<file path="config.mk">
export PLATFORM = sky130hd
export DESIGN_NAME = gpc_port_top
export DESIGN_NICKNAME = d
export VERILOG_FILES = /design/src/gpc_pkg.sv /design/src/gpc_port_top.sv /design/src/gpc_sync.sv
export SDC_FILE = /design/constraint.sdc
export NUM_CORES = 1
export LEC_CHECK = 0
export BUFFER_PORTS_ARGS = -buffer_cell sky130_fd_sc_hd__buf_2
export CORE_MARGIN = 3
export CORE_UTILIZATION = 35
export DETAILED_ROUTE_END_ITERATION = 8
export GPL_ROUTABILITY_DRIVEN = 0
export HOLD_SLACK_MARGIN = 0.02
export PLACE_DENSITY_LB_ADDON = 0.2
export SLEW_MARGIN = 15
export SYNTH_ARGS = -nofsm -noshare
export SYNTH_HDL_FRONTEND = slang
export SYNTH_HIERARCHICAL = 1
export SYNTH_SLANG_ARGS = --single-unit
</file>
<file path="constraint.sdc">
create_clock -name hclk -period 4.8 [get_ports hclk]
set_input_delay 0.72 -clock hclk [delete_from_list [all_inputs] [get_ports hclk]]
set_output_delay 0.72 -clock hclk [all_outputs]
set_load 0.02 [all_outputs]
</file>
<file path="src/gpc_pkg.sv">
package gpc_pkg;

    // ------------------------------------------------------------------
    // geometry
    // ------------------------------------------------------------------
    localparam int NGRP   = 3;
    localparam int PW     = 8;
    localparam int NPIN   = NGRP * PW;
    localparam int IDX_W  = 10;
    localparam int HADDR_LSB = 2;

    // pin 15 does not exist; group 1 holds pins 14..8 only
    localparam logic [NPIN-1:0] PIN_MASK = 24'hff7fff;

    // ------------------------------------------------------------------
    // register indices (byte address = index * 4)
    // ------------------------------------------------------------------
    localparam logic [NGRP-1:0][IDX_W-1:0] IDX_PIN  =
        {10'h029, 10'h026, 10'h023};
    localparam logic [NGRP-1:0][IDX_W-1:0] IDX_DIR  =
        {10'h02a, 10'h027, 10'h024};
    localparam logic [NGRP-1:0][IDX_W-1:0] IDX_OUT  =
        {10'h02b, 10'h028, 10'h025};
    localparam logic [NGRP-1:0][IDX_W-1:0] IDX_MASK =
        {10'h06d, 10'h06c, 10'h06b};
    localparam logic [IDX_W-1:0] IDX_FLAGS     = 10'h03b;
    localparam logic [IDX_W-1:0] IDX_CORE_CTRL = 10'h055;
    localparam logic [IDX_W-1:0] IDX_STATUS    = 10'h05f;
    localparam logic [IDX_W-1:0] IDX_CTRL      = 10'h068;

    // ------------------------------------------------------------------
    // field positions and reset values
    // ------------------------------------------------------------------
    localparam int PUD_BIT = 4;
    localparam int GIE_BIT = 7;
    localparam logic [NPIN-1:0] RST_PINS = 24'h000000;
    localparam logic [NGRP-1:0] RST_GRP  = 3'h0;
    localparam logic [31:0]     RDATA_UNMAPPED = 32'h00000000;

    // ------------------------------------------------------------------
    // bus encodings
    // ------------------------------------------------------------------
    localparam logic [2:0] HSIZE_WORD = 3'h2;
    localparam logic       HRESP_OKAY = 1'b0;

    typedef enum logic {
        BUS_IDLE = 1'b0,
        BUS_DATA = 1'b1
    } gpc_bus_e;

endpackage

</file>
<file path="src/gpc_port_top.sv">
// Functional notes
// - masked change in a group sets that group's flag bit 2, 1 or 0.
// - flag with global and group enable requests vector; handler ack clears it.
// - writing one to a flag bit clears it; zero leaves it.
// - flag register bits 7 to 3 always read zero.
// - group 2 mask, eight bits, reset zero, enables detection with group enable.
// - group 1 mask has bits 6 to 0; bit 7 reads zero.
// - group 0 mask, eight bits, reset zero, enables detection with group enable.
// - cleared mask bit keeps its pin out of the group request.
// - each port has data and direction read/write, input read-only.
// - writing one to the input location toggles the output data bit.
// - global pull-up disable turns off every pull-up.
// - direction one makes an output, zero an input.
// - input pull-up only when data one and pull-up disable zero.
// - output driven to data bit; pull-up always off for outputs.
// - reset tri-states all pins at once, without a clock.
// - pin level readable through input bit for any direction.
// - sync latch holds at falling edge; input bit loads at rising edge.
// - external transition reaches input bit after half to one and half periods.
// - own written value reaches input bit after one clock period.
// - a write changes only the bits of the addressed register.
// - each group has its own enable bit in the control register.
//
// Local design decision: register access over AHB-Lite.
`timescale 1ns/100ps
module gpc_port_top #(
    parameter int ADDR_W = 12
) (
    input  wire logic                     hclk,
    input  wire logic                     hresetn,
    input  wire logic                     hsel,
    input  wire logic [ADDR_W-1:0]        haddr,
    input  wire logic [1:0]               htrans,
    input  wire logic                     hwrite,
    input  wire logic [2:0]               hsize,
    input  wire logic [31:0]              hwdata,
    input  wire logic                     hready,
    output logic      [31:0]              hrdata,
    output logic                          hreadyout,
    output logic                          hresp,
    input  wire logic [gpc_pkg::NPIN-1:0] pad_in,
    output logic      [gpc_pkg::NPIN-1:0] pad_out,
    output logic      [gpc_pkg::NPIN-1:0] pad_oe,
    output logic      [gpc_pkg::NPIN-1:0] pad_pullup,
    output logic      [gpc_pkg::NGRP-1:0] irq_req,
    input  wire logic [gpc_pkg::NGRP-1:0] irq_ack
);
    import gpc_pkg::*;

    generate
        if (ADDR_W < 9 || ADDR_W > 12) begin : g_chk
            $error("gpc_port_top: ADDR_W must be 9 to 12");
        end
    endgenerate

    function automatic logic [31:0] zx(input logic [PW-1:0] b);
        return {24'h000000, b};
    endfunction

    gpc_bus_e          state_r, state_nxt;
    logic [IDX_W-1:0]  addr_r, addr_nxt;
    logic              wr_r, wr_nxt;
    logic              hreadyout_r, hreadyout_nxt;
    logic [31:0]       hrdata_r, hrdata_nxt;
    logic [31:0]       rd_word;
    logic [NPIN-1:0]   dir_r, dir_nxt;
    logic [NPIN-1:0]   out_r, out_nxt;
    logic [NPIN-1:0]   mask_r, mask_nxt;
    logic [NPIN-1:0]   pull_r, pull_nxt;
    logic [NPIN-1:0]   prev_r;
    logic [NPIN-1:0]   pin_sync;
    logic [NPIN-1:0]   chg;
    logic [NGRP-1:0]   flag_r, flag_nxt;
    logic [NGRP-1:0]   ctrl_r, ctrl_nxt;
    logic [NGRP-1:0]   irq_r, irq_nxt;
    logic [NGRP-1:0]   grp_set;
    logic [NGRP-1:0]   flag_clr;
    logic              pud_r, pud_nxt;
    logic              gie_r, gie_nxt;
    logic              take;
    logic              wr_now;

    // ------------------------------------------------------------------
    // input synchronizer and change detection
    // ------------------------------------------------------------------
    gpc_sync #(
        .W (NPIN)
    ) u_sync (
        .clk   (hclk),
        .rst_n (hresetn),
        .d     (pad_in),
        .q     (pin_sync)
    );

    always_comb begin
        chg = (pin_sync ^ prev_r) & mask_r & PIN_MASK;
        for (int g = 0; g < NGRP; g++) begin
            grp_set[g] = ctrl_r[g] & (|chg[g*PW +: PW]);
        end
    end

    // ------------------------------------------------------------------
    // bus slave: one wait cycle in every word-sized data phase
    // ------------------------------------------------------------------
    assign take   = hsel & htrans[1] & hready & (hsize == HSIZE_WORD);
    assign wr_now = (state_r == BUS_DATA) & wr_r;

    always_comb begin
        rd_word = RDATA_UNMAPPED;
        for (int g = 0; g < NGRP; g++) begin
            if (addr_r == IDX_PIN[g]) begin
                rd_word = zx(pin_sync[g*PW +: PW]);
            end
            if (addr_r == IDX_DIR[g]) begin
                rd_word = zx(dir_r[g*PW +: PW]);
            end
            if (addr_r == IDX_OUT[g]) begin
                rd_word = zx(out_r[g*PW +: PW]);
            end
            if (addr_r == IDX_MASK[g]) begin
                rd_word = zx(mask_r[g*PW +: PW]);
            end
        end
        if (addr_r == IDX_FLAGS) begin
            rd_word = zx({5'h00, flag_r});
        end
        if (addr_r == IDX_CTRL) begin
            rd_word = zx({5'h00, ctrl_r});
        end
        if (addr_r == IDX_CORE_CTRL) begin
            rd_word[PUD_BIT] = pud_r;
        end
        if (addr_r == IDX_STATUS) begin
            rd_word[GIE_BIT] = gie_r;
        end
    end

    always_comb begin
        state_nxt     = state_r;
        addr_nxt      = addr_r;
        wr_nxt        = wr_r;
        hreadyout_nxt = 1'b1;
        hrdata_nxt    = hrdata_r;
        unique case (state_r)
            BUS_IDLE: begin
                if (take) begin
                    state_nxt     = BUS_DATA;
                    addr_nxt      = IDX_W'(haddr[ADDR_W-1:HADDR_LSB]);
                    wr_nxt        = hwrite;
                    hreadyout_nxt = 1'b0;
                end
            end
            BUS_DATA: begin
                state_nxt = BUS_IDLE;
                if (!wr_r) begin
                    hrdata_nxt = rd_word;
                end
            end
        endcase
    end

    always_ff @(posedge hclk or negedge hresetn) begin
        if (!hresetn) begin
            state_r     <= BUS_IDLE;
            addr_r      <= '0;
            wr_r        <= 1'b0;
            hreadyout_r <= 1'b1;
            hrdata_r    <= RDATA_UNMAPPED;
        end else begin
            state_r     <= state_nxt;
            addr_r      <= addr_nxt;
            wr_r        <= wr_nxt;
            hreadyout_r <= hreadyout_nxt;
            hrdata_r    <= hrdata_nxt;
        end
    end

    // ------------------------------------------------------------------
    // port, mask, flag and control registers
    // ------------------------------------------------------------------
    always_comb begin
        dir_nxt  = dir_r;
        out_nxt  = out_r;
        mask_nxt = mask_r;
        ctrl_nxt = ctrl_r;
        pud_nxt  = pud_r;
        gie_nxt  = gie_r;
        flag_clr = irq_ack;
        if (wr_now) begin
            for (int g = 0; g < NGRP; g++) begin
                if (addr_r == IDX_DIR[g]) begin
                    dir_nxt[g*PW +: PW] =
                        hwdata[PW-1:0] & PIN_MASK[g*PW +: PW];
                end
                if (addr_r == IDX_OUT[g]) begin
                    out_nxt[g*PW +: PW] =
                        hwdata[PW-1:0] & PIN_MASK[g*PW +: PW];
                end
                if (addr_r == IDX_PIN[g]) begin
                    out_nxt[g*PW +: PW] = out_r[g*PW +: PW]
                        ^ (hwdata[PW-1:0] & PIN_MASK[g*PW +: PW]);
                end
                if (addr_r == IDX_MASK[g]) begin
                    mask_nxt[g*PW +: PW] =
                        hwdata[PW-1:0] & PIN_MASK[g*PW +: PW];
                end
            end
            if (addr_r == IDX_FLAGS) begin
                flag_clr = flag_clr | hwdata[NGRP-1:0];
            end
            if (addr_r == IDX_CTRL) begin
                ctrl_nxt = hwdata[NGRP-1:0];
            end
            if (addr_r == IDX_CORE_CTRL) begin
                pud_nxt = hwdata[PUD_BIT];
            end
            if (addr_r == IDX_STATUS) begin
                gie_nxt = hwdata[GIE_BIT];
            end
        end
        // set wins over any clear in the same cycle
        flag_nxt = (flag_r & ~flag_clr) | grp_set;
        irq_nxt  = flag_nxt & ctrl_nxt & {NGRP{gie_nxt}};
        pull_nxt = ~dir_nxt & out_nxt & {NPIN{~pud_nxt}}
                   & PIN_MASK;
    end

    always_ff @(posedge hclk or negedge hresetn) begin
        if (!hresetn) begin
            dir_r  <= RST_PINS;
            out_r  <= RST_PINS;
            mask_r <= RST_PINS;
            pull_r <= RST_PINS;
            prev_r <= RST_PINS;
            flag_r <= RST_GRP;
            ctrl_r <= RST_GRP;
            irq_r  <= RST_GRP;
            pud_r  <= 1'b0;
            gie_r  <= 1'b0;
        end else begin
            dir_r  <= dir_nxt;
            out_r  <= out_nxt;
            mask_r <= mask_nxt;
            pull_r <= pull_nxt;
            prev_r <= pin_sync;
            flag_r <= flag_nxt;
            ctrl_r <= ctrl_nxt;
            irq_r  <= irq_nxt;
            pud_r  <= pud_nxt;
            gie_r  <= gie_nxt;
        end
    end

    // ------------------------------------------------------------------
    // outputs
    // ------------------------------------------------------------------
    assign hrdata     = hrdata_r;
    assign hreadyout  = hreadyout_r;
    assign hresp      = HRESP_OKAY;
    assign pad_out    = out_r;
    assign pad_oe     = dir_r;
    assign pad_pullup = pull_r;
    assign irq_req    = irq_r;
endmodule

</file>
<file path="src/gpc_sync.sv">
`timescale 1ns/100ps
module gpc_sync #(
    parameter int W = 24
) (
    input  wire logic         clk,
    input  wire logic         rst_n,
    input  wire logic [W-1:0] d,
    output logic      [W-1:0] q
);

    generate
        if (W < 1) begin : g_chk
            $error("gpc_sync: width must be at least one");
        end
    endgenerate

    logic [W-1:0] stage_r;
    logic [W-1:0] q_r;

    // ------------------------------------------------------------------
    // falling-edge stage stands in for the high-transparent latch
    // ------------------------------------------------------------------
    always_ff @(negedge clk or negedge rst_n) begin
        if (!rst_n) begin
            stage_r <= '0;
        end else begin
            stage_r <= d;
        end
    end

    always_ff @(posedge clk or negedge rst_n) begin
        if (!rst_n) begin
            q_r <= '0;
        end else begin
            q_r <= stage_r;
        end
    end

    assign q = q_r;

endmodule

</file>
==> out/summary.md <==
During synthesis, Yosys emitted a total of 6 warnings. The first-pass GRT wire length is 41600 um. Clock-pin slew was measured on the worst setup and hold paths at 0.08 ns.

The flow ran to the end, and the final reports show no timing, DRC or antenna violations. The number of pins with negative max-slew slack in the final report is 0, and the share of synthesized cell area in full adder, half adder and majority cells is 0%. The area fraction in and, or, nand and nor cells after synthesis was 14.9%; the mean area per synthesized cell was 12.2 sq um. The number of antenna diodes in the final layout is 0.

The average via count per standard cell came out at 5.40. Before CTS, the worst setup slack after placement is 1.22 ns. Wires add up to 27100 um. The die span in y was 167 um; the post-detailed-placement half-perimeter wirelength was 19400 um.

Most used flip-flop cell after synthesis: sky130_fd_sc_hd__dfrtp_1. After clock tree synthesis, the repair step resized 0 gates. Cells with a size suffix above 1 make up 32.5% of the layout. Dividing the final minimum period by the clock period gives 65.3%. The dominant cell type by area after synthesis was sky130_fd_sc_hd__dfrtp_1. Number of hold violations in the final report: 0.

In this run the worst hold path is classified as in -> async. At the pin with the least slew margin, the transition time is 0.982 ns. For the initial antenna violation count, the log shows 0. Sorting the synthesized cells by area gives the leading types as sky130_fd_sc_hd__dfrtp_1 48%, sky130_fd_sc_hd__mux2_2 7.6%, sky130_fd_sc_hd__dfrtn_1 6.6%.

The initialized floorplan defines 58 standard-cell rows. Of all flip-flops after synthesis, the portion carrying an async set or reset was 100%. The layout overhead on the synthesized area was 17.2%; the sequential cell area was 0.00493 sq mm. Maximum VDD drop: 211 uV. Setup repair after global routing left no endpoint under its margin. At the later pin of the worst-skew pair, clock insertion delay measures 0.44 ns. Global routing used 19.6% of the available tracks across all layers.

The CTS sink count was 197. Of all nets on the critical path, the largest fanout is 18. TritonCTS created 17 clock buffers. The die covers 0.0278 sq mm.

Once the floorplan was initialized, standard cells occupied 35.7% of the core. The number of placed instances, taps included, is 1185. The post-route non-filler standard cell count is 1217, and the relative slew slack is 34.5%. In this run the power density over the cells is 374 mW/mm^2. In this run, post-CTS hold repair placed 0 buffers. The area share of the leading cell type in the synthesized netlist was 47.5%.

The post-route cell area was 0.0106 sq mm. During I/O placement, the number of pins put on the boundary was 190. By area, the combinational part of the netlist is dominated by simple AND/OR/NAND/NOR gates. In this run the standard cell core region covers 0.0253 sq mm.

Summed over all cells, the static leakage comes to 4.75 nW. The first routing iteration left 499 violations. In the synthesized netlist, mux cells make up 9.63% of the area. The worst setup path is of the reg -> reg kind.

TritonCTS built the clock tree. Counting the fill cells in the layout gives 2418. The number of buffers added for setup after CTS was 0; the achievable clock frequency was 319 MHz. The cell area that synthesis handed to floorplanning was 0.00905 sq mm.

Between clock sinks in the finished design, the worst skew comes to 0.0326 ns. The post-detailed-route count of antenna-violating nets came out at 0. Minimum hold slack: 0.304 ns. CTS placed an instance of sky130_fd_sc_hd__clkbuf_16 at the clock tree root.

From left edge to right edge, the die measures 167 um. The worst path meets setup with 1.67 ns of slack. Maximum buffer depth of the clock tree: 2. The synthesized design contains 0 enable-type register cells. Total power for the finished layout comes to 3.97 mW. The kind of capture point of the worst setup path was a register. The fraction of synthesized cell area in xor and xnor cells was 2.23%.

Synthesis inferred 197 register bits. The final route contains 6577 vias. Summed over all layers, the global routing overflow is 0.

The synthesized netlist devotes 12.9% of its cell area to compound gates. Max-cap violations in this run came to 0. The logs give 41.9% for the post-layout utilization of the core and 79 for the largest net degree at the start of global routing.

The share of the Yosys chip area taken by registers is 54.5%. The clock period minus final worst setup slack works out to 3.13 ns. The tools report the cell area after placement as 0.00997 sq mm. For the worst setup path, the data arrival time is 3.41 ns.

The worst setup path is launched from a register. Buffers placed on the I/O ports in this run total 136. The number of setup violations in the final report was 0; the endpoint required time on the critical path was 5.08 ns. Total DRC errors in the routed layout: 0. The average wire length per cell after detail routing was 22.2 um. For this run, the post-layout net count is 955. Summing all multi-input logic gate instances after layout gives 0.00370 sq mm. Setup total negative slack on the finished layout was measured at 0 ns.

The clock tree synthesis step divided the H-tree into 4 levels. The number of different library cells used by synthesis comes to 77. After technology mapping, the gate count stands at 745. The count of TritonRoute iterations in the first routing pass is 6. For the via count of the first global-routing pass, the log shows 6709.
where the power goes:
part | leakage, nW | internal, mW | switching (mW)
sequential | 2.39 | 1.75 | 0.0952
clock | 0.309 | 0.778 | 0.740
combinational | 2.06 | 0.193 | 0.412
total | 4.75 | 2.72 | 1.25
layout make-up:
cell class	instances	share of cell area [%]
Timing Repair Buffer	153	7.70
Clock buffer	18	4.14
Sequential cell	197	46.5
Tap cell	330	3.89
Inverter	28	0.991
Multi-Input combinational cell	477	34.9
Clock inverter	14	1.85
path summary, 6_finish.rpt:
| kind | start | endpoint | slack (ns) | cells after the start |
|---|---|---|---|---|
| worst max-delay path | addr_r[4] | pad_pullup[17] | 1.67 | 6 |
| worst min-delay path | hresetn | irq_req[0] | 0.30 | 1 |
| worst min register to register | u_sync/q[11] | prev_r[11] | 0.42 | 0 |
| worst max register to register | addr_r[4] | pad_pullup[17] | 1.67 | 6 |
| min in group hclk | u_sync/q[11] | prev_r[11] | 0.42 | 0 |
| max in group asynchronous | hresetn | u_sync/stage_r[14] | 1.71 | 1 |
worst max-delay path, cell delays in order (launching register included):
cell	delay, ns
sky130_fd_sc_hd__dfrtp_1	0.47
sky130_fd_sc_hd__or4b_1	0.99
sky130_fd_sc_hd__buf_4	0.40
sky130_fd_sc_hd__nor4_4	0.58
sky130_fd_sc_hd__a211oi_1	0.11
sky130_fd_sc_hd__a31o_2	0.25
sky130_fd_sc_hd__nor3b_1	0.15
Yosys cell counts (all sizes together), types with 11 or more instances:
master / instances
nand3: 20
xor2: 23
nand2: 26
buf: 49
mux2: 61
clkbuf: 19
nor3: 24
a22oi: 15
a211oi: 20
and3: 11
nor3b: 21
mux2i: 14
nor4: 12
dfrtp: 172
dfrtn: 24
nor2b: 14
a21oi: 33
nor2: 26
inv: 27
state kept, by name, summed over array words and instances, names as in the netlist, named ones only:
register,flops
hrdata,8
pad_pullup,23
hreadyout,1
irq_req,3
prev_r,23
mask_r,23
u_sync/q,24
pad_out,23
ctrl_r,3
u_sync/stage_r,24
addr_r,10
wr_r,1
flag_r,3
state_r,1
pad_oe,23
gie_r,1
pud_r,1
cell usage in the layout (no fill, tap or decap), drive strengths merged, types with 19 or more instances in the layout:
master  Yosys  final
dfrtp     172    172
buf        49    152
mux2       61     61
inv        27     35
a21oi      33     33
conb        1     26
nand2      26     26
nor2       26     26
dfrtn      24     24
nor3       24     24
xor2       23     23
nor3b      21     21
a211oi     20     20
nand3      20     20
clkbuf     19     19
cells by family after synthesis:
kind of cell,after synthesis
AND/OR/NAND/NOR,195
XOR/XNOR,23
other,1
multiplexers,77
buffers and inverters,96
AO/OA/AOI/OAI,156
flip-flops,197
per-layer routing:
metal	part of all wire [%]	track usage, %
met3	6.8	4.98
met1	44	27.2
met5	0	0
met2	46	30.3
met4	2.5	6.38
Note: power is estimated with default switching activity, not from simulation.
